### config.mk
export PLATFORM = sky130hd
export DESIGN_NAME = global_clock_source_control
export DESIGN_NICKNAME = d
export VERILOG_FILES = /design/src/pkg/global_clock_source_pkg.sv /design/src/rtl/global_clock_source_control.sv
export VERILOG_INCLUDE_DIRS = /design/src /design/src/pkg
export SDC_FILE = /design/constraint.sdc
export NUM_CORES = 1
export LEC_CHECK = 0
export BUFFER_PORTS_ARGS = -buffer_cell sky130_fd_sc_hd__clkbuf_2
export CORE_MARGIN = 10
export CORE_UTILIZATION = 33
export CTS_CLUSTER_SIZE = 8
export DETAILED_ROUTE_END_ITERATION = 12
export PLACE_DENSITY_LB_ADDON = 0.15
export SLEW_MARGIN = 5
export SYNTH_ARGS = -nofsm -noshare
export SYNTH_HDL_FRONTEND = slang
export SYNTH_SLANG_ARGS = --single-unit
### constraint.sdc
create_clock -name REF_CLK -period 15.3 [get_ports REF_CLK]
set_clock_uncertainty 0.05 [all_clocks]
set_input_delay 0.765 -clock REF_CLK [delete_from_list [all_inputs] [get_ports REF_CLK]]
set_output_delay 0.765 -clock REF_CLK [all_outputs]
set_load 0.03 [all_outputs]
### src/pkg/global_clock_source_cfg.svh
// offsets, reset values and limits of the global clock source control
`ifndef GLOBAL_CLOCK_SOURCE_CFG_SVH
`define GLOBAL_CLOCK_SOURCE_CFG_SVH

`define GCS_NET_COUNT 3
`define GCS_ADDR_SOURCE_SEL 16'hdf16
`define GCS_ADDR_MODE_BASE 16'hdf18
`define GCS_ADDR_DIV_BASE 16'hdf1c
`define GCS_ADDR_UPDATE 16'hdf40
`define GCS_ADDR_REJECT 16'hdf41
`define GCS_ADDR_STEP 16'hdf8f
`define GCS_ADDR_FREQ_BASE 16'hdfc0
`define GCS_FREQ_STRIDE 4
`define GCS_STEP_KHZ 125
`define GCS_FREQ_MAX_MHZ 550
`define GCS_REF_DEFAULT_MHZ 200
`define GCS_DIV_MIN 16'h0002
`define GCS_DIV_RESET 16'h0002
`define GCS_SOURCE_SEL_RESET 3'h0

`endif

### src/pkg/global_clock_source_pkg.sv
// types shared by the global clock source control
`default_nettype none
package global_clock_source_pkg;

   // source of one primary network
   typedef enum logic [2:0] {
      SRC_SYNTH = 3'h0,
      SRC_EXT = 3'h1,
      SRC_DIV = 3'h3,
      SRC_STEP = 3'h2,
      SRC_FPGA = 3'h6
   } src_t;

   // settings applied to one primary network
   typedef struct packed {
      src_t src;
      logic [12:0] steps;
      logic [15:0] div;
   } net_cfg_t;

   // register access from the board controller
   typedef struct packed {
      logic [15:0] addr;
      logic [7:0] wdata;
      logic wr;
      logic rd;
   } reg_req_t;

endpackage : global_clock_source_pkg
`default_nettype wire

### src/rtl/global_clock_source_control.sv
// source selection and control of the three primary clock nets and ref net
`timescale 1ns/1ps
`default_nettype none
`include "global_clock_source_cfg.svh"

// Overview of operation
// - frequency accepts 0.125 MHz multiples up to 550
// - step register bits 0..2 toggle nets
// - divide source outputs synth divided by factor
// - no limit on external clock frequency
// - every net can take user FPGA clock
// - reference net has no source mux
// - reference net runs 200 MHz by default
// - source select holds one bit per net
// - update bits apply pending settings per net
module global_clock_source_control
   import global_clock_source_pkg::*;
(
   input wire logic REF_CLK,
   input wire logic RST,
   input wire reg_req_t REG_REQ,
   output var logic [7:0] REG_RDATA,
   input wire logic [2:0] SYNTH_CLK,
   input wire logic [2:0] EXT_CLK,
   input wire logic [2:0] FPGA_CLK,
   input wire logic REF_SYNTH_CLK,
   output var logic [2:0] PRIMARY_CLOCK_NET,
   output var net_cfg_t [2:0] NET_CFG,
   output var logic REFERENCE_CLOCK_NET,
   output var logic [12:0] REFERENCE_STEPS
);

   localparam int NETS = `GCS_NET_COUNT;
   // frequency code is in 0.125 MHz steps
   localparam int MAX_STEPS = `GCS_FREQ_MAX_MHZ * 1000 / `GCS_STEP_KHZ;
   localparam int STEPS_PER_MHZ = 1000 / `GCS_STEP_KHZ;
   localparam logic [12:0] REF_STEPS =
      13'(`GCS_REF_DEFAULT_MHZ * STEPS_PER_MHZ);

   // byte address of a frequency register byte
   function automatic logic [15:0] freq_addr(input int n, input int k);
      freq_addr = 16'(`GCS_ADDR_FREQ_BASE + `GCS_FREQ_STRIDE * n + k);
   endfunction : freq_addr

   // integer MHz plus eighths must land on the step grid
   function automatic logic freq_ok(input logic [15:0] mhz,
                                    input logic [15:0] frac);
      logic [19:0] total;
      total = {1'b0, mhz, 3'h0} + {4'h0, frac};
      freq_ok = (frac < 16'(STEPS_PER_MHZ)) && (total <= 20'(MAX_STEPS)) &&
                (total != 20'h0);
   endfunction : freq_ok

   // decode of a legal source mode code
   function automatic src_t mode_of(input logic [7:0] d);
      case (d[2:0])
         3'h1: mode_of = SRC_EXT;
         3'h2: mode_of = SRC_DIV;
         3'h3: mode_of = SRC_STEP;
         default: mode_of = SRC_SYNTH;
      endcase
   endfunction : mode_of

   logic wr; // write strobe from the controller
   logic [15:0] addr; // register address
   logic [7:0] wdata; // write byte
   assign wr = REG_REQ.wr;
   assign addr = REG_REQ.addr;
   assign wdata = REG_REQ.wdata;

   logic [15:0] pend_mhz [NETS]; // pending integer MHz
   logic [15:0] pend_frac [NETS]; // pending eighths of a MHz
   src_t pend_mode [NETS]; // pending non-fpga source
   logic [15:0] pend_div [NETS]; // pending divide factor
   logic [2:0] source_sel; // one bit per net, 1 = user fpga
   logic [2:0] reject; // last update carried an off-grid frequency
   logic [2:0] step_level; // stepped clock levels
   logic [2:0] s1_synth, s2_synth, s3_synth; // synth clock sync + history
   logic [2:0] s1_ext, s2_ext; // external clock sync
   logic [2:0] s1_fpga, s2_fpga; // user fpga clock sync
   logic s1_ref, s2_ref; // reference synth sync
   logic [15:0] div_count [NETS]; // synth edges within a divided period
   logic [2:0] div_level; // divided clock levels

   // pending settings written by the controller
   always_ff @(posedge REF_CLK or posedge RST) begin
      if (RST) begin
         for (int n = 0; n < NETS; n++) begin
            pend_mhz[n] <= 16'h0000;
            pend_frac[n] <= 16'h0000;
            pend_mode[n] <= SRC_SYNTH;
            pend_div[n] <= `GCS_DIV_RESET;
         end
         source_sel <= `GCS_SOURCE_SEL_RESET;
      end else if (wr) begin
         for (int n = 0; n < NETS; n++) begin
            // little-endian byte pairs for MHz and fraction
            if (addr == freq_addr(n, 0)) pend_mhz[n][7:0] <= wdata;
            if (addr == freq_addr(n, 1)) pend_mhz[n][15:8] <= wdata;
            if (addr == freq_addr(n, 2)) pend_frac[n][7:0] <= wdata;
            if (addr == freq_addr(n, 3)) pend_frac[n][15:8] <= wdata;
            if (addr == 16'(`GCS_ADDR_MODE_BASE + n)) begin
               pend_mode[n] <= mode_of(wdata);
            end
            if (addr == 16'(`GCS_ADDR_DIV_BASE + 2 * n)) begin
               pend_div[n][7:0] <= wdata;
            end
            if (addr == 16'(`GCS_ADDR_DIV_BASE + 2 * n + 1)) begin
               pend_div[n][15:8] <= wdata;
            end
         end
         if (addr == `GCS_ADDR_SOURCE_SEL) begin
            source_sel <= wdata[2:0];
         end
      end
   end

   // update register applies pending settings net by net
   always_ff @(posedge REF_CLK or posedge RST) begin
      if (RST) begin
         for (int n = 0; n < NETS; n++) begin
            NET_CFG[n].src <= SRC_SYNTH;
            NET_CFG[n].steps <= 13'h0000;
            NET_CFG[n].div <= `GCS_DIV_RESET;
         end
         reject <= 3'h0;
      end else if (wr && addr == `GCS_ADDR_UPDATE) begin
         for (int n = 0; n < NETS; n++) begin
            if (wdata[n]) begin
               // user fpga bit overrides the mode, any net may take it
               NET_CFG[n].src <= source_sel[n] ? SRC_FPGA
                                               : pend_mode[n];
               // a factor below two would stop the clock, so clamp it
               NET_CFG[n].div <= (pend_div[n] < `GCS_DIV_MIN) ?
                                 `GCS_DIV_MIN : pend_div[n];
               // off-grid rates keep the old frequency and flag it
               if (freq_ok(pend_mhz[n], pend_frac[n])) begin
                  NET_CFG[n].steps <= 13'({pend_mhz[n], 3'h0} +
                                          {3'h0, pend_frac[n]});
                  reject[n] <= 1'b0;
               end else begin
                  reject[n] <= 1'b1;
               end
            end
         end
      end
   end

   // step register: each set bit flips its stepped clock once
   always_ff @(posedge REF_CLK or posedge RST) begin
      if (RST) begin
         step_level <= 3'h0;
      end else if (wr && addr == `GCS_ADDR_STEP) begin
         step_level <= step_level ^ wdata[2:0];
      end
   end

   // pin clocks are foreign to REF_CLK: two flops before use
   always_ff @(posedge REF_CLK or posedge RST) begin
      if (RST) begin
         s1_synth <= 3'h0;
         s2_synth <= 3'h0;
         s3_synth <= 3'h0;
         s1_ext <= 3'h0;
         s2_ext <= 3'h0;
         s1_fpga <= 3'h0;
         s2_fpga <= 3'h0;
         s1_ref <= 1'b0;
         s2_ref <= 1'b0;
      end else begin
         s1_synth <= SYNTH_CLK;
         s2_synth <= s1_synth;
         s3_synth <= s2_synth; // history for edge detect
         s1_ext <= EXT_CLK;
         s2_ext <= s1_ext;
         s1_fpga <= FPGA_CLK;
         s2_fpga <= s1_fpga;
         s1_ref <= REF_SYNTH_CLK;
         s2_ref <= s1_ref;
      end
   end

   // divider counts synth rising edges, period is div edges
   always_ff @(posedge REF_CLK or posedge RST) begin
      if (RST) begin
         for (int n = 0; n < NETS; n++) begin
            div_count[n] <= 16'h0000;
         end
         div_level <= 3'h0;
      end else begin
         for (int n = 0; n < NETS; n++) begin
            if (NET_CFG[n].src != SRC_DIV) begin
               // idle while not selected so a new selection starts clean
               div_count[n] <= 16'h0000;
               div_level[n] <= 1'b0;
            end else if (s2_synth[n] && !s3_synth[n]) begin
               if (div_count[n] >= NET_CFG[n].div - 16'h0001) begin
                  div_count[n] <= 16'h0000;
                  div_level[n] <= 1'b1;
               end else begin
                  div_count[n] <= div_count[n] + 16'h0001;
                  if (div_count[n] + 16'h0001 ==
                      {1'b0, NET_CFG[n].div[15:1]}) begin
                     div_level[n] <= 1'b0;
                  end
               end
            end
         end
      end
   end

   // per-net source mux; switching may glitch, as on the board
   always_ff @(posedge REF_CLK or posedge RST) begin
      if (RST) begin
         PRIMARY_CLOCK_NET <= 3'h0;
      end else begin
         for (int n = 0; n < NETS; n++) begin
            case (NET_CFG[n].src)
               SRC_SYNTH: PRIMARY_CLOCK_NET[n] <= s2_synth[n];
               SRC_EXT: PRIMARY_CLOCK_NET[n] <= s2_ext[n];
               SRC_DIV: PRIMARY_CLOCK_NET[n] <= div_level[n];
               SRC_STEP: PRIMARY_CLOCK_NET[n] <= step_level[n];
               SRC_FPGA: PRIMARY_CLOCK_NET[n] <= s2_fpga[n];
               default: PRIMARY_CLOCK_NET[n] <= s2_synth[n];
            endcase
         end
      end
   end

   // reference net: own synth only, fixed rate, nothing writable
   always_ff @(posedge REF_CLK or posedge RST) begin
      if (RST) begin
         REFERENCE_CLOCK_NET <= 1'b0;
         REFERENCE_STEPS <= 13'h0000;
      end else begin
         REFERENCE_CLOCK_NET <= s2_ref;
         REFERENCE_STEPS <= REF_STEPS;
      end
   end

   // readback; step register is write only and reads zero
   always_ff @(posedge REF_CLK or posedge RST) begin
      if (RST) begin
         REG_RDATA <= 8'h00;
      end else if (REG_REQ.rd) begin
         REG_RDATA <= 8'h00;
         for (int n = 0; n < NETS; n++) begin
            if (addr == freq_addr(n, 0)) REG_RDATA <= pend_mhz[n][7:0];
            if (addr == freq_addr(n, 1)) REG_RDATA <= pend_mhz[n][15:8];
            if (addr == freq_addr(n, 2)) REG_RDATA <= pend_frac[n][7:0];
            if (addr == freq_addr(n, 3)) REG_RDATA <= pend_frac[n][15:8];
            if (addr == 16'(`GCS_ADDR_MODE_BASE + n)) begin
               REG_RDATA <= {5'h00, pend_mode[n]};
            end
            if (addr == 16'(`GCS_ADDR_DIV_BASE + 2 * n)) begin
               REG_RDATA <= pend_div[n][7:0];
            end
            if (addr == 16'(`GCS_ADDR_DIV_BASE + 2 * n + 1)) begin
               REG_RDATA <= pend_div[n][15:8];
            end
         end
         if (addr == `GCS_ADDR_SOURCE_SEL) REG_RDATA <= {5'h00, source_sel};
         if (addr == `GCS_ADDR_REJECT) REG_RDATA <= {5'h00, reject};
      end
   end

endmodule : global_clock_source_control
`default_nettype wire

==> impl_results.md, run 1 <==
- Req. time, crit path: 15.76 ns
- Hold WC Path Type: primary input to register
- Placed cell count: 2940
- RR Startpoint: NET_CFG[66]
- Clock Latency Late Sink: 0.59 ns
- Compound-Gate Fraction of Synth Area: 0.117
- Routability cong.: 0.995
- Cell taking the most area after synthesis: dfrtp_1
- Vias per cell: 5.48
- FF+latch area: 0.00857 mm^2
- Worst-path clk slew: 0.05 ns
- HPWL Detailed: 50.0 mm
- Worst-path fanout max: 16
- CTS max path bufs: 3
- Die Span X: 268 um
- Largest net degree at the start of global routing: 176
- R2r setup slk: 10.70 ns
- H-tree Lvls: 2
- Leakage: 11.2 nW
- Pwr per Cell Area: 87.4 mW/mm^2
- Post-synthesis mux area share: 0.119
- WHS Endpoint: s1_ext[1]
- Prevailing post-synth register cell: dfrtp_1
- Synthesized area per cell: 9.77 um^2
- Cell Area, Synth: 0.0204 mm^2
- Simple-Gate Fraction of Synth Area: 0.192
- Dominant cells by area after synthesis: dfrtp_1 41%, mux2_2 9.1%, ha_1 5.7%
- First-pass GRT wire length: 104 mm
- Area of the multi-input gates: 0.0112 mm^2
- Final period util: 0.300
- Total of max-cap violations: 0
- Die ar.: 0.0721 mm^2
- Post-route ant nets: 0
- DR WL/cell: 22.3 um
- Final setup viols: 0
- Net count, final: 2336
- Status: finished, final reports clean
- Drt pass-1 iters: 5
- Post-CTS Hold Fix Bufs: 0
- Post-synth EDFFs: 0
- TritonCTS clock tree: built
- Vias in the first global route: 16636
- IO Pins: 159
- Post-Syn Instances: 2085
- CTS Root Cell: clkbuf_16
- Initial antenna violation count: 8
- XOR/XNOR Fraction of Synth Area: 0.0598
- Slew @ Worst Pin: 1.13 ns
- Crit. End Element: register
- Peak VDD IR: 0.0690 mV
- Post_cts resized: 0
- Crit Reg-Reg Endpoint: div_count[2]
- DRC errors left: 0
- Layout cells sized above 1: 0.200
- Post-synth top area share: 0.413
- Max-slew headroom: 0.241
- WP data arrival: 5.06 ns
- Ys async rst share: 1.00
- CTS Buf Count: 50
- Yosys reg bits: 342
- Final min period: 4.60 ns
- CP startpoint kind: register
- Global Route Usage Sum: 0.186
- Clk sinks: 342
- Die Ht: 268 um
- Worst reg-to-reg path cell count: 15
- Fin cells: 3027
- Setup TNS: 0 ns
- Final Hold Viols: 0
- Crit Path Category: register to register
- Fill cells: 6225
- Port Buffers: 148
- Core area: 0.0614 mm^2
- Min-delay src: EXT_CLK[1]
- GRT overflow: 0
- Core Rows: 91
- Fmax: 0.218 GHz
- # Post-CTS Setup Buffers: 0
- Most frequent cells in the layout: 336 x dfrtp_1, 288 x nand2_1, 164 x mux2_2
- Worst hold stages: 1
- Sequential fraction of the synthesis area: 0.421
- Max-slew violations: 0
- Synth Area in Adders: 0.0601
- Distinct cells, synth: 84
- Detailed Route Iter0 Violations: 1104
- Vias post-DR: 16584
- Area Overhead vs Synth: 14.2%
- Initial Util: 0.332
- Main combinational cell family by area after synthesis: simple AND/OR/NAND/NOR gates
- Most common cell after layout, fill and taps aside: dfrtp_1
- DRT Wirelength: 67.5 mm
- Warnings, synthesis: 0
- Unrepaired setup endpoints after global routing: no
## how the worst max path moves through the flow
stage                start       endpoint  slack [ns]  cells past startpoint
6_report       NET_CFG[66]   div_count[2]       10.70                     15
5_1_grt        NET_CFG[66]  div_count[13]       10.22                     15
4_1_cts        NET_CFG[66]   div_count[2]       10.69                     15
3_5_place_dp   REG_REQ[10]    NET_CFG[91]       10.45                      9
3_3_place_gp   REG_REQ[10]    NET_CFG[91]       10.58                      9
2_1_floorplan          RST     NET_CFG[0]        5.01                      1
## cells by family after synthesis
group           after synthesis
compound gates              353
xor+xnor                    139
fa+ha+maj                    96
buf+inv                     149
flops                       342
mux                         211
other cells                   2
simple gates                793
## cell usage after synthesis (6+ instances only)
master and number:
nor2b_1 20, xnor2_1 94, o21ai_0 73, xor2_1 45
nor3_1 63, o22ai_1 10, or3_1 24, and2_1 13
mux2_4 14, inv_1 38, a221oi_1 14, a211oi_1 16
nor4_1 57, dfstp_2 6, nand2b_1 20, mux2i_1 23
a31oi_1 13, nand4_1 29, a21o_1 35, o41ai_1 7
o221ai_1 8, o21ai_1 8, clkbuf_1 86, ha_1 93
mux2_1 8, buf_4 14, and3_1 21, nor2_1 114
or4_1 18, a31o_2 6, a22oi_1 9, nand3_1 67
a22o_1 6, nand3b_1 8, mux2_2 164, dfrtp_1 336
o21a_1 7, or2_2 15, o31ai_1 6, a21oi_1 78
o211ai_1 7, nor3b_1 8, nand2_1 288
## sequential cells by signal, indices dropped and copies added (netlist names), 6 cells and up
| signal | cells |
|---|---|
| REG_RDATA | 8 |
| pend_mode | 6 |
| NET_CFG | 96 |
| pend_div | 48 |
| div_count | 48 |
| pend_frac | 48 |
| pend_mhz | 48 |
## metrics by stage
stage / util / hold slack (ns) / power, W / area [um^2] / setup WS [ns]
floorplan: - / 0.281 / 0.000972 / 20400 / 5.01
global placement: 0.355 / 0.284 / 0.00100 / 21800 / 10.58
detailed placement: 0.355 / 0.285 / 0.00100 / 21800 / 10.45
CTS: 0.379 / 0.195 / 0.00207 / 23300 / 10.69
global route: 0.379 / 0.205 / 0.00211 / 23300 / 10.22
finish: 0.379 / 0.230 / 0.00203 / 23300 / 10.70
## where the power goes
part,switching [W],internal [W],leakage (nW),total [W]
clock network,0.000416,0.000632,0.702,0.00105
logic,0.0000594,0.0000131,5.83,0.0000725
registers,0.00000232,0.000911,4.63,0.000913
total,0.000478,0.00156,11.2,0.00203
## critical path: stages, from the launching register on
cell	delay (ns)
dfrtp_1	0.47
or4_1	0.57
nor2_1	0.14
nand2_1	0.10
nor3_1	0.25
nand2b_1	0.15
nor4_1	0.26
xnor2_1	0.16
ha_1	0.26
a21o_1	0.16
a21o_1	0.17
a21oi_1	0.13
o21ai_0	0.27
nor2_1	0.95
o21ai_0	0.24
a21oi_1	0.19
## layout make-up
cell class / instances / area share
diodes: 3 / 0.000323
clock buffers: 79 / 0.0598
clock inverters: 5 / 0.00296
inverters: 40 / 0.00678
multi-input cells: 1603 / 0.482
flip-flops and latches: 342 / 0.368
well taps: 790 / 0.0425
repair buffers: 165 / 0.0379
## metal layers
layer  vias up  GRT usage  part of all wire
met2       423      0.289              0.45
met1      8244      0.256              0.46
met4         8     0.0592             0.027
li1       7796          -                 -
met5         -          0           0.00089
met3       113     0.0355             0.058
Power figures use the tool's default switching activity.
==> inputs of run 2 (changes only) <==
ABC_AREA = 1   (was default)
clock period = 3.9 ns   (was 15.3 ns; I/O delays follow)
==> run 2 against run 1 <==
Effect of this change:
- synthesized cell count grew 15%
- clock power grew to 3.8 times the previous value
- setup slack lost 10 ns
- sequential share of layout area grew 1.3 points
- final area shrank 3.3%
- wire length shrank 8.2%
- synthesized area shrank 5.4%
- critical path type unchanged
- largest cell class unchanged
==> impl_results.md, run 2 <==
- Status: finished, final reports clean
- Global Route Usage Sum: 0.180
- Peak VDD IR: 0.286 mV
- Placed cell count: 3275
- Final min period: 3.49 ns
- First-pass GRT wire length: 97.3 mm
- Hold WC Path Type: primary input to register
- Vias post-DR: 16802
- Top cells by count, synth: 566 x nand2_1, 336 x dfrtp_1, 287 x inv_1
- Initial Util: 0.333
- Final setup viols: 0
- Final Core Density: 0.389
- Post-synth top area share: 0.436
- DRC errors left: 0
- Fmax: 0.287 GHz
- Synthesized area per cell: 8.03 um^2
- Most frequent cells in the layout: 566 x nand2_1, 336 x dfrtp_1, 286 x inv_1
- Post-route ant nets: 0
- CP startpoint kind: register
- GRT overflow: 0
- WP data arrival: 3.90 ns
- Vias per cell: 4.99
- Setup TNS: 0 ns
- Cell taking the most area after synthesis: dfrtp_1
- Most frequent cell after synthesis: nand2_1
- Unrepaired setup endpoints after global routing: no
- Vias in the first global route: 16640
- Dominant cells by area after synthesis: dfrtp_1 44%, nand2_1 11%, o21ai_0 7.0%
- Fill cells: 5955
- CTS Root Cell: clkbuf_16
- Sw Share: 0.233
- Final Hold Viols: 0
- Distinct cells, synth: 53
- Most common cell after layout, fill and taps aside: nand2_1
- H-tree Lvls: 2
- Combinational share of power: 0.032
- Die Span X: 262 um
- Biggest register: NET_CFG
- Core area: 0.0578 mm^2
- Req. time, crit path: 4.32 ns
- Drt pass-1 iters: 6
- Detailed Route Iter0 Violations: 1214
- Clk network pwr share: 0.513
- CTS Buf Count: 49
- Total power: 0.00785 W
- Initial antenna violation count: 2
- Post-synth EDFFs: 0
- Cell internal pwr: 0.00602 W
- IO Pins: 159
- Final period util: 0.894
- Leakage: 10.8 nW
- Warnings, synthesis: 0
- Worst-path fanout max: 24
- Pwr per Cell Area: 349 mW/mm^2
- Crit. End Element: register
- Post-Syn Instances: 2398
- Net count, final: 2710
- Clk sinks: 342
- Die Ht: 262 um
- Slew @ Worst Pin: 1.10 ns
- Routability cong.: 0.978
- Fin cells: 3370
- Antenna diodes: 0
- Die ar.: 0.0684 mm^2
- Total of max-cap violations: 0
- Max-slew headroom: 0.265
- Core Rows: 88
- Prevailing post-synth register cell: dfrtp_1
- Sequential fraction of the synthesis area: 0.445
- Worst-path clk slew: 0.05 ns
- DRT Wirelength: 62.0 mm
- Cell Area, Synth: 0.0193 mm^2
- Largest net degree at the start of global routing: 134
- Max FFs per register: 96
- HPWL Detailed: 46.6 mm
- Seq pwr share: 0.456
- Crit Path Category: register to register
- TritonCTS clock tree: built
- Layout cells sized above 1: 0.108
- Port Buffers: 148
- Clock Latency Late Sink: 0.60 ns
- CTS max path bufs: 3
- Max-slew violations: 0
- DR WL/cell: 18.4 um
- Hold_ws: 0.106 ns
- Ys async rst share: 1.00
- Area Overhead vs Synth: 16.8%
- Yosys reg bits: 342
- Switching pwr: 0.00183 W
## run 2: cell types whose count changed in the layout (fill, tap and decap cells not counted), sizes merged, moves of 24 or more
cell and change:
a21o -30, o21ai +227, nand3 +60, xor2 +77, nor4 -25, nand4 +40, inv +253, mux2 -186
xnor2 -82, nand2 +278, nor2 +31, or3 -24
## run 2: final timing paths
check | startpoint | to | slack [ns] | depth (start not counted)
worst min register to register | s1_fpga[2] | s2_fpga[2] | 0.28 | 0
worst max-delay path | pend_frac[19] | NET_CFG[48] | 0.41 | 17
max in group asynchronous | RST | REG_RDATA[0] | 2.47 | 4
min in group asynchronous | RST | pend_mhz[35] | 0.19 | 3
worst min-delay path | REG_REQ[1] | step_level[1] | 0.11 | 4
worst max register to register | pend_frac[19] | NET_CFG[48] | 0.41 | 17
## run 2: metrics by stage
stage | setup slack (ns) | cell area (um^2)
2_1_floorplan | -0.915 | 19300
4_1_cts | 0.299 | 22500
6_report | 0.415 | 22500
5_1_grt | 0.00155 | 22500
3_5_place_dp | 0.291 | 20900
3_3_place_gp | 0.422 | 20900
## run 2: repair_timing
item	4_1_cts	5_1_grt
endpoints found under the setup margin	0	13
endpoints found under the hold margin	47	0
hold buffers	15	0
resized for setup	0	3
setup buffers	0	0
## run 2: routing by layer
layer,vias up,global-route usage,share of wire
li1,8283,-,-
met1,7986,0.244,0.46
met2,409,0.288,0.46
met3,122,0.0274,0.049
met4,2,0.0634,0.030
met5,-,0,0.00011
## run 2: logic make-up (layout without fill, tap and decap cells)
| family | after synthesis | in the layout | synth area share |
|---|---|---|---|
| adder cells (fa/ha/maj) | 96 | 96 | 0.0635 |
| XOR/XNOR | 134 | 134 | 0.0609 |
| other | 2 | 11 | 0.000390 |
| flip-flops | 342 | 342 | 0.445 |
| buffers and inverters | 366 | 564 | 0.0745 |
| AO/OA/AOI/OAI | 435 | 435 | 0.121 |
| AND/OR/NAND/NOR | 1023 | 1023 | 0.235 |
## run 2: cell type report
cell class              count  area [um^2]  share of cell area
clock buffers              76         1340              0.0595
clock inverters             4         67.6             0.00300
inverters                 292         1100              0.0489
multi-input cells        1699         9320               0.414
flip-flops and latches    342         8570               0.381
well taps                 765          957              0.0425
repair buffers            192         1150              0.0509
## run 2: power by group through the flow
stage | clock network (W) | logic, W | registers, W
floorplan | 0 | 0.000127 | 0.00364
global placement | 0 | 0.000242 | 0.00364
detailed placement | 0 | 0.000243 | 0.00364
CTS | 0.00414 | 0.000256 | 0.00358
global route | 0.00429 | 0.000275 | 0.00357
finish | 0.00402 | 0.000249 | 0.00358
## run 2: critical path: stages (launching register included)
cell and delay (ns):
dfrtp_1 0.40, ha_1 0.21, fa_1 0.40, nand3_1 0.10, nand3_1 0.13, a31o_2 0.24, xnor2_1 0.26, inv_1 0.09
nor2_1 0.14, o21ai_0 0.10, nand3_1 0.10, o211ai_1 0.09, nand4_1 0.10, nor2_1 0.04, nand2_1 0.54, inv_1 0.20
nand2_1 0.11, nand2_1 0.05
==> inputs of run 3 (changes only) <==
HOLD_SLACK_MARGIN = 0.15   (was default)
SLEW_MARGIN = default   (was 5)
==> run 3 against run 2 <==
Effect of this change:
- register-to-register slack hardly changed
- core utilization rose by 0.052 points
- cell count barely moved
- flip-flop and latch count unchanged
- largest cell class unchanged
==> impl_results.md, run 3 (synthesis gave the netlist of run 2 again) <==
- Status: finished, final reports clean
- Initial antenna violation count: 2
- Slowest stage delay, CP: 0.54 ns
- CTS max path bufs: 3
- Cell Area, Placed: 0.0209 mm^2
- DRC errors left: 0
- Leakage: 10.8 nW
- DRT Wirelength: 62.0 mm
- Net count, final: 2713
- Final Instance Area: 0.0225 mm^2
- Fill cells: 5954
- HPWL Detailed: 46.6 mm
- Slew @ Worst Pin: 1.11 ns
- Die Ht: 262 um
- Setup TNS: 0 ns
- Clk network pwr share: 0.513
- TritonCTS clock tree: built
- Pwr per Cell Area: 349 mW/mm^2
- Worst-path clk slew: 0.06 ns
- Max FFs per register: 96
- Detailed Route Iter0 Violations: 1236
- Max-slew violations: 0
- CTS Root Cell: clkbuf_16
- Routability cong.: 0.978
- Total power: 0.00785 W
- First-pass GRT wire length: 97.4 mm
- Most common cell after layout, fill and taps aside: nand2_1
- GRT overflow: 0
- Total of max-cap violations: 0
- R2r setup slk: 0.42 ns
- Final setup viols: 0
- Fmax: 0.287 GHz
- Vias per cell: 4.99
- DR WL/cell: 18.4 um
- Die ar.: 0.0684 mm^2
- Slowest CP cell: nand2_1
- Core Rows: 88
- Worst-path fanout max: 24
- Combinational share of power: 0.032
- Sw Share: 0.234
- Crit Reg-Reg Endpoint: NET_CFG[48]
- Vias post-DR: 16834
- Unrepaired setup endpoints after global routing: no
- Seq pwr share: 0.455
- Vias in the first global route: 16654
- Cell internal pwr: 0.00602 W
- Clock Latency Late Sink: 0.60 ns
- WP data arrival: 3.90 ns
- Core area: 0.0578 mm^2
- Final min period: 3.48 ns
- Hold WC Path Type: primary input to async pin
- Clk sinks: 342
- Port Buffers: 148
- Area Overhead vs Synth: 16.9%
- H-tree Lvls: 2
- Antenna diodes: 0
- Max-slew headroom: 0.263
- Switching pwr: 0.00183 W
- Biggest register: NET_CFG
- CP startpoint kind: register
- Most frequent cells in the layout: 566 x nand2_1, 336 x dfrtp_1, 286 x inv_1
- Final Hold Viols: 0
- RR Startpoint: pend_frac[19]
- Post-route ant nets: 0
- Crit Path Category: register to register
- Largest net degree at the start of global routing: 134
- Layout cells sized above 1: 0.108
- Crit. End Element: register
- Die Span X: 262 um
- Worst reg-to-reg path cell count: 17
- IO Pins: 159
- Peak VDD IR: 0.287 mV
- Critical path cell sequence: ha_1 -> fa_1 -> nand3_1 -> nand3_1 -> a31o_2 -> xnor2_1 -> inv_1 -> nor2_1 -> o21ai_0 -> nand3_1 -> o211ai_1 -> nand4_1 -> nor2_1 -> nand2_1 -> inv_1 -> nand2_1 -> nand2_1
- CTS Buf Count: 49
- Initial Util: 0.333
- Global Route Usage Sum: 0.180
- Drt pass-1 iters: 7
- Req. time, crit path: 4.32 ns
- Final period util: 0.893
run 3: per-layer routing:
metal / share of wire / global-route usage / vias up / wire length [um]
li1: - / - / 8288 / -
met1: 0.46 / 0.245 / 8004 / 28700
met2: 0.46 / 0.287 / 419 / 28200
met3: 0.049 / 0.0271 / 121 / 3070
met4: 0.032 / 0.0661 / 2 / 1970
met5: 0.00011 / 0 / - / 7
run 3: repair_timing:
item	CTS	global route
buffers inserted	0	0
endpoints found under the setup margin	0	13
hold endpoints to repair	95	0
resized for setup	0	3
hold buffers	18	0
run 3: final cells by class:
class                           instances  area (um^2)  area share
Multi-Input combinational cell       1699         9320       0.414
Sequential cell                       342         8570       0.380
Clock buffer                           76         1340      0.0594
Timing Repair Buffer                  195         1180      0.0522
Inverter                              292         1100      0.0488
Tap cell                              765          957      0.0425
Clock inverter                          4         67.6     0.00300
run 3: stage by stage:
step / std cells / worst slack (ns) / hold WS (ns) / util
2_1_floorplan: 2407 / -0.915 / 0.176 / -
3_3_place_gp: 3275 / 0.422 / 0.248 / 0.362
3_5_place_dp: 3275 / 0.291 / 0.250 / 0.362
4_1_cts: 3373 / 0.299 / 0.168 / 0.389
5_1_grt: 3373 / 0.00155 / 0.198 / 0.390
6_report: 3373 / 0.417 / 0.186 / 0.390
run 3: power groups by stage:
stage               clock network (W)  registers, W  logic, W
floorplan                           0       0.00364  0.000127
global placement                    0       0.00364  0.000242
detailed placement                  0       0.00364  0.000243
CTS                           0.00414       0.00358  0.000259
global route                  0.00429       0.00357  0.000278
finish                        0.00403       0.00358  0.000251
run 3: worst max-delay path by stage:
stage,end,from,cells after the start
after floorplan,NET_CFG[0],RST,1
final,NET_CFG[48],pend_frac[19],17
after global placement,div_count[41],NET_CFG[2],17
after CTS,div_count[41],NET_CFG[2],17
after global routing,NET_CFG[49],pend_mhz[16],17
after detailed placement,div_count[41],NET_CFG[2],17
run 3: critical path, delay by kind of cell (launching register included):
family | cells | cell delay, ns
xor+xnor | 1 | 0.26
fa+ha+maj | 2 | 0.61
flops | 1 | 0.40
compound gates | 3 | 0.43
buf+inv | 2 | 0.29
simple gates | 9 | 1.31
